`src/prefetch_limits_pkg.sv`:
```
// Package: register map, field layout and encodings of the pre-fetch limits block
package prefetch_limits_pkg;
  localparam logic [7:0] PREFETCH_LIMITS_OFFSET = 8'he8;
  localparam logic [7:0] IRQ_STATUS_OFFSET = 8'he4;
  localparam logic [7:0] IRQ_EDGE_CTRL_OFFSET = 8'he2;
  localparam logic [15:0] PREFETCH_LIMITS_RESET = 16'h0443;
  localparam logic [15:0] PREFETCH_LIMITS_WMASK = 16'h0fcf;
  localparam logic [15:0] IRQ_STATUS_RESET = 16'h0000;
  localparam int COUNT_LSB = 8;
  localparam int COUNT_MSB = 11;
  localparam int CACHE_LSB = 6;
  localparam int CACHE_MSB = 7;
  localparam int LENGTH_LSB = 0;
  localparam int LENGTH_MSB = 3;
  localparam int IRQ_LINES = 16;
  localparam logic [3:0] COUNT_DISABLED = 4'h0;
  localparam logic [3:0] COUNT_SINGLE = 4'h1;
  localparam logic [3:0] LENGTH_MAX_CODE = 4'h7;
  localparam logic [13:0] LENGTH_BASE_BYTES = 14'h0040;
  typedef enum logic [1:0] {
    CACHE_NONE = 2'b00,
    CACHE_LIGHT = 2'b01,
    CACHE_FULL = 2'b10,
    CACHE_RSVD = 2'b11
  } cache_mode_e;
  typedef enum logic [1:0] {
    AGENT_IDLE = 2'b00,
    AGENT_FETCH = 2'b01,
    AGENT_HOLD = 2'b10
  } agent_state_e;
endpackage : prefetch_limits_pkg

```
`src/level_irq_status.sv`:
```
// Level-mode serial interrupt status flags with write-one re-arm
`timescale 1ns/1ns
`default_nettype none
module level_irq_status
  import prefetch_limits_pkg::*;
#(
  parameter int LINES = IRQ_LINES
) (
  // Clock and resets
  input wire logic clk,
  input wire logic coldReset,
  // Serial frame decode
  input wire logic [LINES-1:0] lineAsserted,
  input wire logic [LINES-1:0] levelMode,
  // Software re-arm
  input wire logic [LINES-1:0] rearmMask,
  output logic [LINES-1:0] statusFlags
);
  logic [LINES-1:0] flags_r;
  logic [LINES-1:0] flags_nxt;

  genvar g;
  generate
    for (g = 0; g < LINES; g++) begin : gLine
      // Set wins over a same-cycle re-arm so no assertion is lost
      always_comb begin
        if (levelMode[g] && lineAsserted[g]) begin
          flags_nxt[g] = 1'b1;
        end else if (rearmMask[g]) begin
          flags_nxt[g] = 1'b0;
        end else begin
          flags_nxt[g] = flags_r[g];
        end
      end
    end
  endgenerate

  always_ff @(posedge clk) begin
    if (coldReset) begin
      flags_r <= IRQ_STATUS_RESET[LINES-1:0];
    end else begin
      flags_r <= flags_nxt;
    end
  end

  assign statusFlags = flags_r;
endmodule : level_irq_status
`default_nettype wire

```
`src/prefetch_burst_counter.sv`:
```
// Counts pre-fetch reads issued within one upstream read burst
`timescale 1ns/1ns
`default_nettype none
module prefetch_burst_counter
  import prefetch_limits_pkg::*;
(
  // Clock and reset
  input wire logic clk,
  input wire logic reset,
  // Control
  input wire logic start,
  input wire logic issued,
  input wire logic [3:0] limit,
  output logic more
);
  logic [3:0] count_r;
  logic [3:0] count_nxt;

  always_comb begin
    count_nxt = count_r;
    if (start) begin
      count_nxt = 4'h0;
    end else if (issued && more) begin
      count_nxt = count_r + 4'h1;
    end
  end

  always_ff @(posedge clk) begin
    if (reset) begin
      count_r <= 4'h0;
    end else begin
      count_r <= count_nxt;
    end
  end

  // Initial read is not counted: limit-1 further reads allowed
  assign more = (limit > COUNT_SINGLE) && (count_r < (limit - COUNT_SINGLE));
endmodule : prefetch_burst_counter
`default_nettype wire

```
`src/upstream_read_prefetch_limits.sv`:
```
// Pre-fetch agent limits register, caching policy and level interrupt status
//
// Contract
// Count zero disables the pre-fetch agent; no pre-fetch reads issued.
// Count one limits each thread to one buffer, no pre-fetch reads.
// Counts two to fifteen allow initial read plus count-minus-one pre-fetches.
// Cache mode 00: no prefetch, discard leftovers after any data returned.
// Mode 01: prefetch; discard if master ended, cache if bridge retried.
// Mode 10: prefetch and always cache leftovers; mode 11 reserved.
// Length codes 0-7 select 64 bytes to 8 Kbytes; 8-15 reserved.
// Limits register at E8h, resets to 0443h.
// Bits 15:12 and 5:4 read zero; writes to them ignored.
// Fields and status cleared by fundamental, global or power-on reset only.
// Status bits read 1 once their line asserted, 0 when deasserted. The code keeps a bit at 1 after deassertion until a write of 1 re-arms it.
// Writing 1 to an asserted status bit re-arms it by clearing.
// Edge-mode lines never set their status bit.
// Software must not program reserved cache or length codes.
`timescale 1ns/1ns
`default_nettype none
module upstream_read_prefetch_limits
  import prefetch_limits_pkg::*;
(
  // Clock and resets
  input wire logic clk,
  input wire logic reset,
  input wire logic link_fundamental_reset_n,
  input wire logic global_reset_n,
  input wire logic hotReset,
  // Configuration access
  input wire logic cfgWrite,
  input wire logic cfgRead,
  input wire logic [7:0] cfgAddr,
  input wire logic [1:0] cfgByteEn,
  input wire logic [15:0] cfgWrData,
  output logic [15:0] cfgRdData,
  // Serial interrupt frame decode
  input wire logic [IRQ_LINES-1:0] irqLineAsserted,
  input wire logic [IRQ_LINES-1:0] irqLevelMode,
  // Upstream read thread
  input wire logic threadStart,
  input wire logic prefetchIssued,
  input wire logic dataReturned,
  input wire logic masterTerminated,
  input wire logic bridgeRetry,
  output logic prefetchRequest,
  output logic [13:0] threadByteLimit,
  output logic cacheLeftover,
  output logic discardLeftover,
  // Decoded limits
  output logic [3:0] prefetch_count_limit,
  output logic [1:0] completion_cache_mode,
  output logic [3:0] prefetch_length_limit
);
  // ****************************************
  // Reset and pin synchronisation
  // ****************************************
  logic [1:0] fundSync_r;
  logic [1:0] fundSync_nxt;
  logic [1:0] globSync_r;
  logic [1:0] globSync_nxt;
  logic coldReset;

  // Second stage alone feeds the logic below
  always_comb begin
    fundSync_nxt = {fundSync_r[0], link_fundamental_reset_n};
    globSync_nxt = {globSync_r[0], global_reset_n};
  end

  // Stages clear to zero so registers stay in reset until the pins prove high
  always_ff @(posedge clk) begin
    if (reset) begin
      fundSync_r <= 2'b00;
      globSync_r <= 2'b00;
    end else begin
      fundSync_r <= fundSync_nxt;
      globSync_r <= globSync_nxt;
    end
  end

  // Hot reset deliberately left out: these bits survive it
  assign coldReset = reset || !fundSync_r[1] || !globSync_r[1];

  // ****************************************
  // Limits register
  // ****************************************
  logic [15:0] limits_r;
  logic [15:0] limits_nxt;
  logic [15:0] laneMask;
  logic limitsHit;
  logic statusHit;

  localparam int LANE_BITS = 8;

  function automatic logic [15:0] lane_mask(input logic [1:0] be);
    lane_mask = {{LANE_BITS{be[1]}}, {LANE_BITS{be[0]}}};
  endfunction : lane_mask

  function automatic logic reg_hit(input logic [7:0] addr, input logic [7:0] offset);
    reg_hit = (addr == offset);
  endfunction : reg_hit

  assign laneMask = lane_mask(cfgByteEn);
  assign limitsHit = reg_hit(cfgAddr, PREFETCH_LIMITS_OFFSET);
  assign statusHit = reg_hit(cfgAddr, IRQ_STATUS_OFFSET);

  always_comb begin
    limits_nxt = limits_r;
    if (cfgWrite && limitsHit) begin
      // Reserved bits masked out of every write
      limits_nxt = (limits_r & ~(laneMask & PREFETCH_LIMITS_WMASK))
                 | (cfgWrData & laneMask & PREFETCH_LIMITS_WMASK);
    end
  end

  always_ff @(posedge clk) begin
    if (coldReset) begin
      limits_r <= PREFETCH_LIMITS_RESET;
    end else begin
      limits_r <= limits_nxt;
    end
  end

  // Fields leave straight from the register flops
  assign prefetch_count_limit = limits_r[COUNT_MSB:COUNT_LSB];
  assign completion_cache_mode = limits_r[CACHE_MSB:CACHE_LSB];
  assign prefetch_length_limit = limits_r[LENGTH_MSB:LENGTH_LSB];

  // ****************************************
  // Interrupt status
  // ****************************************
  logic [IRQ_LINES-1:0] irqFlags;
  logic [IRQ_LINES-1:0] rearmMask;
  logic [1:0] irqSync0_r [IRQ_LINES];
  logic [IRQ_LINES-1:0] irqSynced;

  genvar g;
  generate
    for (g = 0; g < IRQ_LINES; g++) begin : gSync
      logic [1:0] lineSync_nxt;
      always_comb begin
        lineSync_nxt = {irqSync0_r[g][0], irqLineAsserted[g]};
      end
      always_ff @(posedge clk) begin
        if (reset) begin
          irqSync0_r[g] <= 2'b00;
        end else begin
          irqSync0_r[g] <= lineSync_nxt;
        end
      end
      assign irqSynced[g] = irqSync0_r[g][1];
    end
  endgenerate

  // Byte lanes gate the re-arm so a narrow write clears only its own bits
  assign rearmMask = (cfgWrite && statusHit) ? (cfgWrData & laneMask) : '0;

  level_irq_status #(
    .LINES(IRQ_LINES)
  ) uStatus (
    .clk(clk),
    .coldReset(coldReset),
    .lineAsserted(irqSynced),
    .levelMode(irqLevelMode),
    .rearmMask(rearmMask),
    .statusFlags(irqFlags)
  );

  // ****************************************
  // Read data
  // ****************************************
  localparam logic [15:0] UNMAPPED_READ = 16'h0000;
  logic [15:0] rdData_r;
  logic [15:0] rdData_nxt;

  // Held between reads so a late sample still sees the last answer
  always_comb begin
    rdData_nxt = rdData_r;
    if (cfgRead) begin
      if (limitsHit) begin
        rdData_nxt = limits_r & PREFETCH_LIMITS_WMASK;
      end else if (statusHit) begin
        rdData_nxt = irqFlags;
      end else begin
        rdData_nxt = UNMAPPED_READ;
      end
    end
  end

  always_ff @(posedge clk) begin
    if (reset) begin
      rdData_r <= UNMAPPED_READ;
    end else begin
      rdData_r <= rdData_nxt;
    end
  end

  assign cfgRdData = rdData_r;

  // ****************************************
  // Pre-fetch agent
  // ****************************************
  agent_state_e state_r;
  agent_state_e state_nxt;
  logic more;
  logic prefetchAllowed;
  logic [13:0] byteLimit_r;
  logic [13:0] byteLimit_nxt;
  logic cache_r;
  logic cache_nxt;
  logic discard_r;
  logic discard_nxt;
  localparam logic [13:0] NO_BYTE_LIMIT = 14'h0000;

  // Reserved length codes clamp to the largest size rather than wrapping
  function automatic logic [13:0] length_bytes(input logic [3:0] code);
    if (code > LENGTH_MAX_CODE) begin
      length_bytes = LENGTH_BASE_BYTES << LENGTH_MAX_CODE;
    end else begin
      length_bytes = LENGTH_BASE_BYTES << code;
    end
  endfunction : length_bytes

  // Reserved cache mode treated as no pre-fetch; safest reading
  assign prefetchAllowed = (prefetch_count_limit != COUNT_DISABLED)
                         && (prefetch_count_limit != COUNT_SINGLE)
                         && ((completion_cache_mode == CACHE_LIGHT)
                          || (completion_cache_mode == CACHE_FULL));

  // Counter clears on cold reset only; every thread start restarts it anyway
  prefetch_burst_counter uCount (
    .clk(clk),
    .reset(coldReset),
    .start(threadStart),
    .issued(prefetchIssued),
    .limit(prefetch_count_limit),
    .more(more)
  );

  always_comb begin
    state_nxt = state_r;
    byteLimit_nxt = byteLimit_r;
    cache_nxt = 1'b0;
    discard_nxt = 1'b0;
    case (state_r)
      AGENT_IDLE: begin
        if (threadStart) begin
          state_nxt = AGENT_FETCH;
          byteLimit_nxt = length_bytes(prefetch_length_limit);
        end
      end
      AGENT_FETCH: begin
        // First returned data ends pre-fetching for this thread
        if (dataReturned) begin
          state_nxt = AGENT_HOLD;
        end
      end
      AGENT_HOLD: begin
        // Both ends in one cycle count as a master end: light mode discards
        if (masterTerminated || bridgeRetry) begin
          state_nxt = AGENT_IDLE;
          case (completion_cache_mode)
            CACHE_LIGHT: begin
              cache_nxt = bridgeRetry && !masterTerminated;
              discard_nxt = masterTerminated;
            end
            CACHE_FULL: begin
              cache_nxt = 1'b1;
            end
            default: begin
              discard_nxt = 1'b1;
            end
          endcase
        end
      end
      default: begin
        state_nxt = AGENT_IDLE;
      end
    endcase
  end

  // Hot reset idles the agent but leaves the register fields alone
  always_ff @(posedge clk) begin
    if (coldReset || hotReset) begin
      state_r <= AGENT_IDLE;
      byteLimit_r <= NO_BYTE_LIMIT;
      cache_r <= 1'b0;
      discard_r <= 1'b0;
    end else begin
      state_r <= state_nxt;
      byteLimit_r <= byteLimit_nxt;
      cache_r <= cache_nxt;
      discard_r <= discard_nxt;
    end
  end

  // Combinational handshake; drops once the last allowed read is counted
  assign prefetchRequest = (state_r == AGENT_FETCH) && prefetchAllowed && more;
  assign threadByteLimit = byteLimit_r;
  assign cacheLeftover = cache_r;
  assign discardLeftover = discard_r;
endmodule : upstream_read_prefetch_limits
`default_nettype wire

```
`config.mk`:
```
export PLATFORM = sky130hd
export DESIGN_NAME = upstream_read_prefetch_limits
export DESIGN_NICKNAME = d
export VERILOG_FILES = /design/src/prefetch_limits_pkg.sv /design/src/level_irq_status.sv /design/src/prefetch_burst_counter.sv /design/src/upstream_read_prefetch_limits.sv
export SDC_FILE = /design/constraint.sdc
export NUM_CORES = 1
export LEC_CHECK = 0
export BUFFER_PORTS_ARGS = -buffer_cell sky130_fd_sc_hd__buf_2
export CORE_MARGIN = 2
export CORE_UTILIZATION = 40
export DETAILED_ROUTE_END_ITERATION = 10
export GPL_TIMING_DRIVEN = 0
export PLACE_DENSITY = 0.62
export SYNTH_ARGS = -nofsm -noshare
export SYNTH_HDL_FRONTEND = slang
export SYNTH_HIERARCHICAL = 1
export SYNTH_SLANG_ARGS = --single-unit
```
`constraint.sdc`:
```
create_clock -name clk -period 4.18 [get_ports clk]
set_clock_uncertainty 0.1 [all_clocks]
set_input_delay 0.836 -clock clk [delete_from_list [all_inputs] [get_ports clk]]
set_output_delay 0.836 -clock clk [all_outputs]
set_load 0.01 [all_outputs]
```
* Word level (Yosys, flattened, before mapping)
Memories as Yosys holds them, arrays and structs flattened.
Cells that the tools add are included.
** Storage, ports and cells
- Input bits :: 70
- Logic and storage cells :: 180
- Output and inout bits :: 43
- Memories :: 1
- Memory bits (writable) :: 32
- Register bits :: 74
** Operators by class
- Reductions and logical operators :: 55
- Shifts and indexed selects :: 1
- Equality and inequality tests :: 10
- Magnitude comparators :: 3
- Mux-type cells :: 61
- Bitwise operators :: 22
- $add $sub $neg :: 2
** Memory list
- irqSync0_r :: words 16, bits a word 2, rd ports 16, clocked after Yosys merged registers in 0, wr ports 16, RTL line upstream_read_prefetch_limits.sv:133 : logic [1:0] irqSync0_r [IRQ_LINES];
** Operator list (count)
- 16-bit two-way mux :: 3
- 2-bit two-way mux :: 19
- 1-bit two-way mux :: 35
- 16-bit bitwise AND :: 2
- 2-bit nonzero test :: 16
- 1-bit logical AND :: 25
- 8-bit equality test (second input constant) :: 2
- 12-bit NOT with 16-bit output :: 1
- 1-bit bitwise OR :: 16
- 16-bit by 12-bit bitwise OR with 16-bit output :: 1
- 14-bit two-way mux :: 1
- 7-bit by 4-bit left shift with 14-bit output (first input constant) :: 1
- 2-bit inequality test (second input constant) :: 3
- 2-bit one-hot mux with 3 select lines :: 1
- 1-bit logical OR :: 5
- 4-bit by 1-bit adder with 4-bit output (second input constant) :: 1
- 2-bit by 1-bit equality test with 1-bit output (second input constant) :: 2
- 2-bit equality test (second input constant) :: 2
- 4-bit by 1-bit > comparator with 1-bit output (second input constant) :: 1
- 4-bit by 3-bit > comparator with 1-bit output (second input constant) :: 1
- 4-bit < comparator :: 1
- 4-bit by 1-bit inequality test with 1-bit output (second input constant) :: 1
- 1-bit one-hot mux with 2 select lines :: 2
- 4-bit nonzero test :: 1
- 8 further kinds :: 11

* Logic depth before layout (Yosys ltp)
- Depth in word-level cells :: 5
- Mapped depth :: 9

* Cells and area by module
Netlist, hierarchy kept.
** Modules (own cells, without submodules)
- upstream_read_prefetch_limits :: area each 3083.0 µm², times used 1, cells an instance 318
- level_irq_status :: area each 636.9 µm², times used 1, cells an instance 66
- prefetch_burst_counter :: area each 359.1 µm², times used 1, cells an instance 39

* Least setup slack after synthesis
OpenSTA, ideal clock, no wires.
- Kind :: reg2out
- Start :: register with a tool-made name
- End :: output prefetchRequest
- Cell stages (with the launch flop) :: 9
- Data required time :: 3.244 ns
- Path slack :: 1.164 ns
- Path buffers :: 0
- Data arrival time :: 2.080 ns
- Path through :: dfxtp_1 inv_1 ha_1 ha_1 o211ai_1 nor2_2 nor4b_1 nor4bb_1 o31a_1
** RTL lines
- end, declared :: RTL line upstream_read_prefetch_limits.sv:45 : output logic prefetchRequest,

==> summary.md <==
| Metric | Value |
|---|---|
| Post-synth ARST share | `0%` |
| Area growth syn-to-layout | `23.1%` |
| Worst vdd ir | `0.178 mV` |
| RSZ-0062 raised after global routing | `no` |
| Cts repair resizes | `0` |
| PwrDens | `340 mW/mm^2` |
| Clk pin slew, worst setup/hold paths | `0.09 ns` |
| Finished Core Util | `51.1%` |
| WS Path Type | `reg -> out` |
| GRT Total Usage | `18.5%` |
| Worst Hold Launch | `irqSync0_r[0][14]$_SDFF_PP0_` |
| Synth cell types | `53` |
| Worst hold slack | `0.339 ns` |
| GR Overflow Total | `0` |
| First-pass GRT wire length | `16300 um` |
| Antenna violations before repair | `2` |
| Achievable Freq | `0.266 GHz` |
| Die area | `0.0110 sq mm` |
| Max-cap violations | `0` |
| Vias | `3378` |
| Flop2flop setup slack | `1.90 ns` |
| Pre-Repair DR Iteration Count | `4` |
| DIE WIDTH | `105 um` |
| Max Slew Vio Count | `0` |
| Worst Path Buf+Inv | `2` |
| DRT iter0 DRCs | `141` |
| Gpl congestion | `0.815` |
| Synth cell count leaders | `dfxtp_1 (94), nor2b_1 (39), a21oi_1 (32), nand2_1 (26), nand2b_1 (22)` |
| CTS tree | `yes` |
| Post-synth top area share | `46.1%` |
| WP data required | `3.24 ns` |
| Mux cell area share after synthesis | `0%` |
| Worst Reg2Reg Path Length in Cells | `8` |
| Syn avg cell area | `9.64 sq um` |
| IO Pins | `113` |
| Root cell of the clock tree | `clkbuf_8` |
| H-tree depth | `3` |
| Synth warnings | `6` |
| CP Capture Type | `output pin` |
| Post-CTS Repair Setup Buffers | `0` |
| Static Leakage | `2.02 nW` |
| Chip Height | `105 um` |
| Clk Latency, worst-skew pair | `0.36 ns` |
| Final ANT Viol Nets | `0` |
| Core region area | `0.00982 sq mm` |
| Largest net degree at the start of global routing | `17` |
| Status | `completed` |
| Slew HR | `53.7%` |
| Startpoint Class | `flip-flop` |
| Yosys top cell by area | `dfxtp_1` |
| Mapped cell area | `0.00408 sq mm` |
| CTS Hold Bufs | `0` |
| Layout cells sized above 1 | `30.2%` |
| Number of synthesized flops with an enable pin | `0` |
| Largest cells by area after synthesis | `dfxtp_1 (46%), nor2b_1 (6.0%), a21oi_1 (3.9%)` |
| Worst EP arrival | `2.83 ns` |
| Synth Area in Simple Gates | `29.7%` |
| Delay-heaviest family, CP | `simple AND/OR/NAND/NOR gates` |
| Hold Fails Final Rpt | `0` |
| Main synth FF type | `dfxtp_1` |
| DRC violations left | `0` |
| Most frequent cell after synthesis | `dfxtp_1` |
| Largest family of logic cells by synthesized area | `simple AND/OR/NAND/NOR gates` |
| Synth Area in Compound Gates | `16.2%` |
| Final min period | `3.76 ns` |
| Clock buffer depth | `2` |
| Hold Path Cell Cnt | `1` |
| Adder-Cell Fraction of Synth Area | `2.45%` |
| Wirelength, routed | `9860 um` |
| Vias in the first global route | `3344` |
| Maximum single-stage delay on the critical path | `0.50 ns` |
| Worst path slowest cell | `dfxtp_1` |
| I/O Buffers | `105` |
| Setup TNS | `0 ns` |
| Via-to-Cell Ratio | `4.95` |
| Final net count | `622` |
| Routed length per instance | `14.4 um` |
| Final non-filler cell total | `683` |
| DP HPWL | `7570 um` |
| Cells after Synth | `423` |
| Pre-CTS setup slack | `0.767 ns` |
| XOR/XNOR share of the synthesized area | `0.429%` |
| Setup Viol. Count Final | `0` |
| Sequential area share after synthesis | `46.1%` |
| Final WS setup | `0.418 ns` |
| Critical Path Most Common Cell | `ha_1` |
| Stages on the worst setup path | `10` |
| Crit path cell chain | `inv_1 > ha_1 > xnor2_1 > ha_1 > o211ai_1 > nor2_2 > nor4b_1 > nor4bb_1 > o31a_1 > buf_2` |
| CP Max Fanout | `9` |
| Inst Count DP | `666` |
| HP Class | `reg -> reg` |
| Crit path to | `prefetchRequest` |
| CTS buffer count | `9` |
| R2r endpoint | `uCount/count_r[3]$_SDFFE_PP0P_` |
| Clk sinks | `94` |
| Fin crit share | `90.0%` |
| Worst slew pin tran | `0.694 ns` |
| Synth Register Bits | `94` |
| Initial Util | `41.5%` |
| Rows | `36` |
through the flow:
stage               cell area (sq um)  power (mW)
floorplan                        4100       0.996
global placement                 4790        1.05
detailed placement               4790        1.05
CTS                              5020        1.72
global route                     5020        1.78
finish                           5020        1.71
logic make-up (layout without fill, tap and decap cells):
family,after synthesis,in the layout
AND/OR/NAND/NOR,195,195
flip-flops,94,94
AO/OA/AOI/OAI,86,86
buffers and inverters,37,158
adder cells (fa/ha/maj),8,8
XOR/XNOR,2,2
other,1,7
worst reg2reg max path: cells and delay by family, from the launching register on:
kind | cells | cell delay [ns]
AO/OA/AOI/OAI | 2 | 0.25
buffers and inverters | 1 | 0.08
AND/OR/NAND/NOR | 2 | 0.63
XOR/XNOR | 1 | 0.13
adder cells (fa/ha/maj) | 2 | 0.52
flip-flops | 1 | 0.50
placed cells by master, fill, tap and decap left out, types with 6 or more instances in the layout:
cell type    n
nor2_1      16
buf_4        6
clkbuf_8    10
o31ai_1      8
nand3_1      7
inv_1        9
nand3b_1    21
nand4_1     13
a21o_1      10
nand2b_1    22
nor2b_1     39
a21oi_2      9
clkbuf_1    15
ha_1         8
dfxtp_1     94
nand2_1     26
and2_1      17
buf_2      108
a2111oi_2   10
conb_1       6
a21oi_1     32
how the worst min path moves through the flow:
stage	to
6_report	irqSync0_r[0][15]$_SDFF_PP0_
5_1_grt	irqSync0_r[1][1]$_SDFF_PP0_
4_1_cts	irqSync0_r[0][15]$_SDFF_PP0_
3_5_place_dp	irqSync0_r[1][1]$_SDFF_PP0_
3_3_place_gp	irqSync0_r[1][11]$_SDFF_PP0_
2_1_floorplan	fundSync_r[1]$_SDFF_PP0_
layout make-up:
class | instances | area, sq um
antenna | 1 | 2.50
buffer | 28 | 170
clock buffer | 10 | 138
clock inverter | 6 | 92.6
fill | 981 | 4800
inverter | 9 | 33.8
multi-input combinational | 297 | 2010
sequential | 94 | 1880
tap | 133 | 166
timing repair buffer | 105 | 526
where the power goes:
| part | total (mW) | internal (mW) | switching [mW] |
|---|---|---|---|
| Combinational | 0.114 | 0.0531 | 0.0609 |
| Clock | 0.681 | 0.356 | 0.325 |
| Sequential | 0.914 | 0.911 | 0.00342 |
routing by layer:
metal  vias up  track usage [%]  wire length [um]
met5         -                0                 0
met4         0             5.81               161
met3        14             5.49               661
met2        90             29.2              4540
met1      1551             24.3              4490
li1       1723                -                 -
Note: power is estimated with default switching activity, not from simulation.
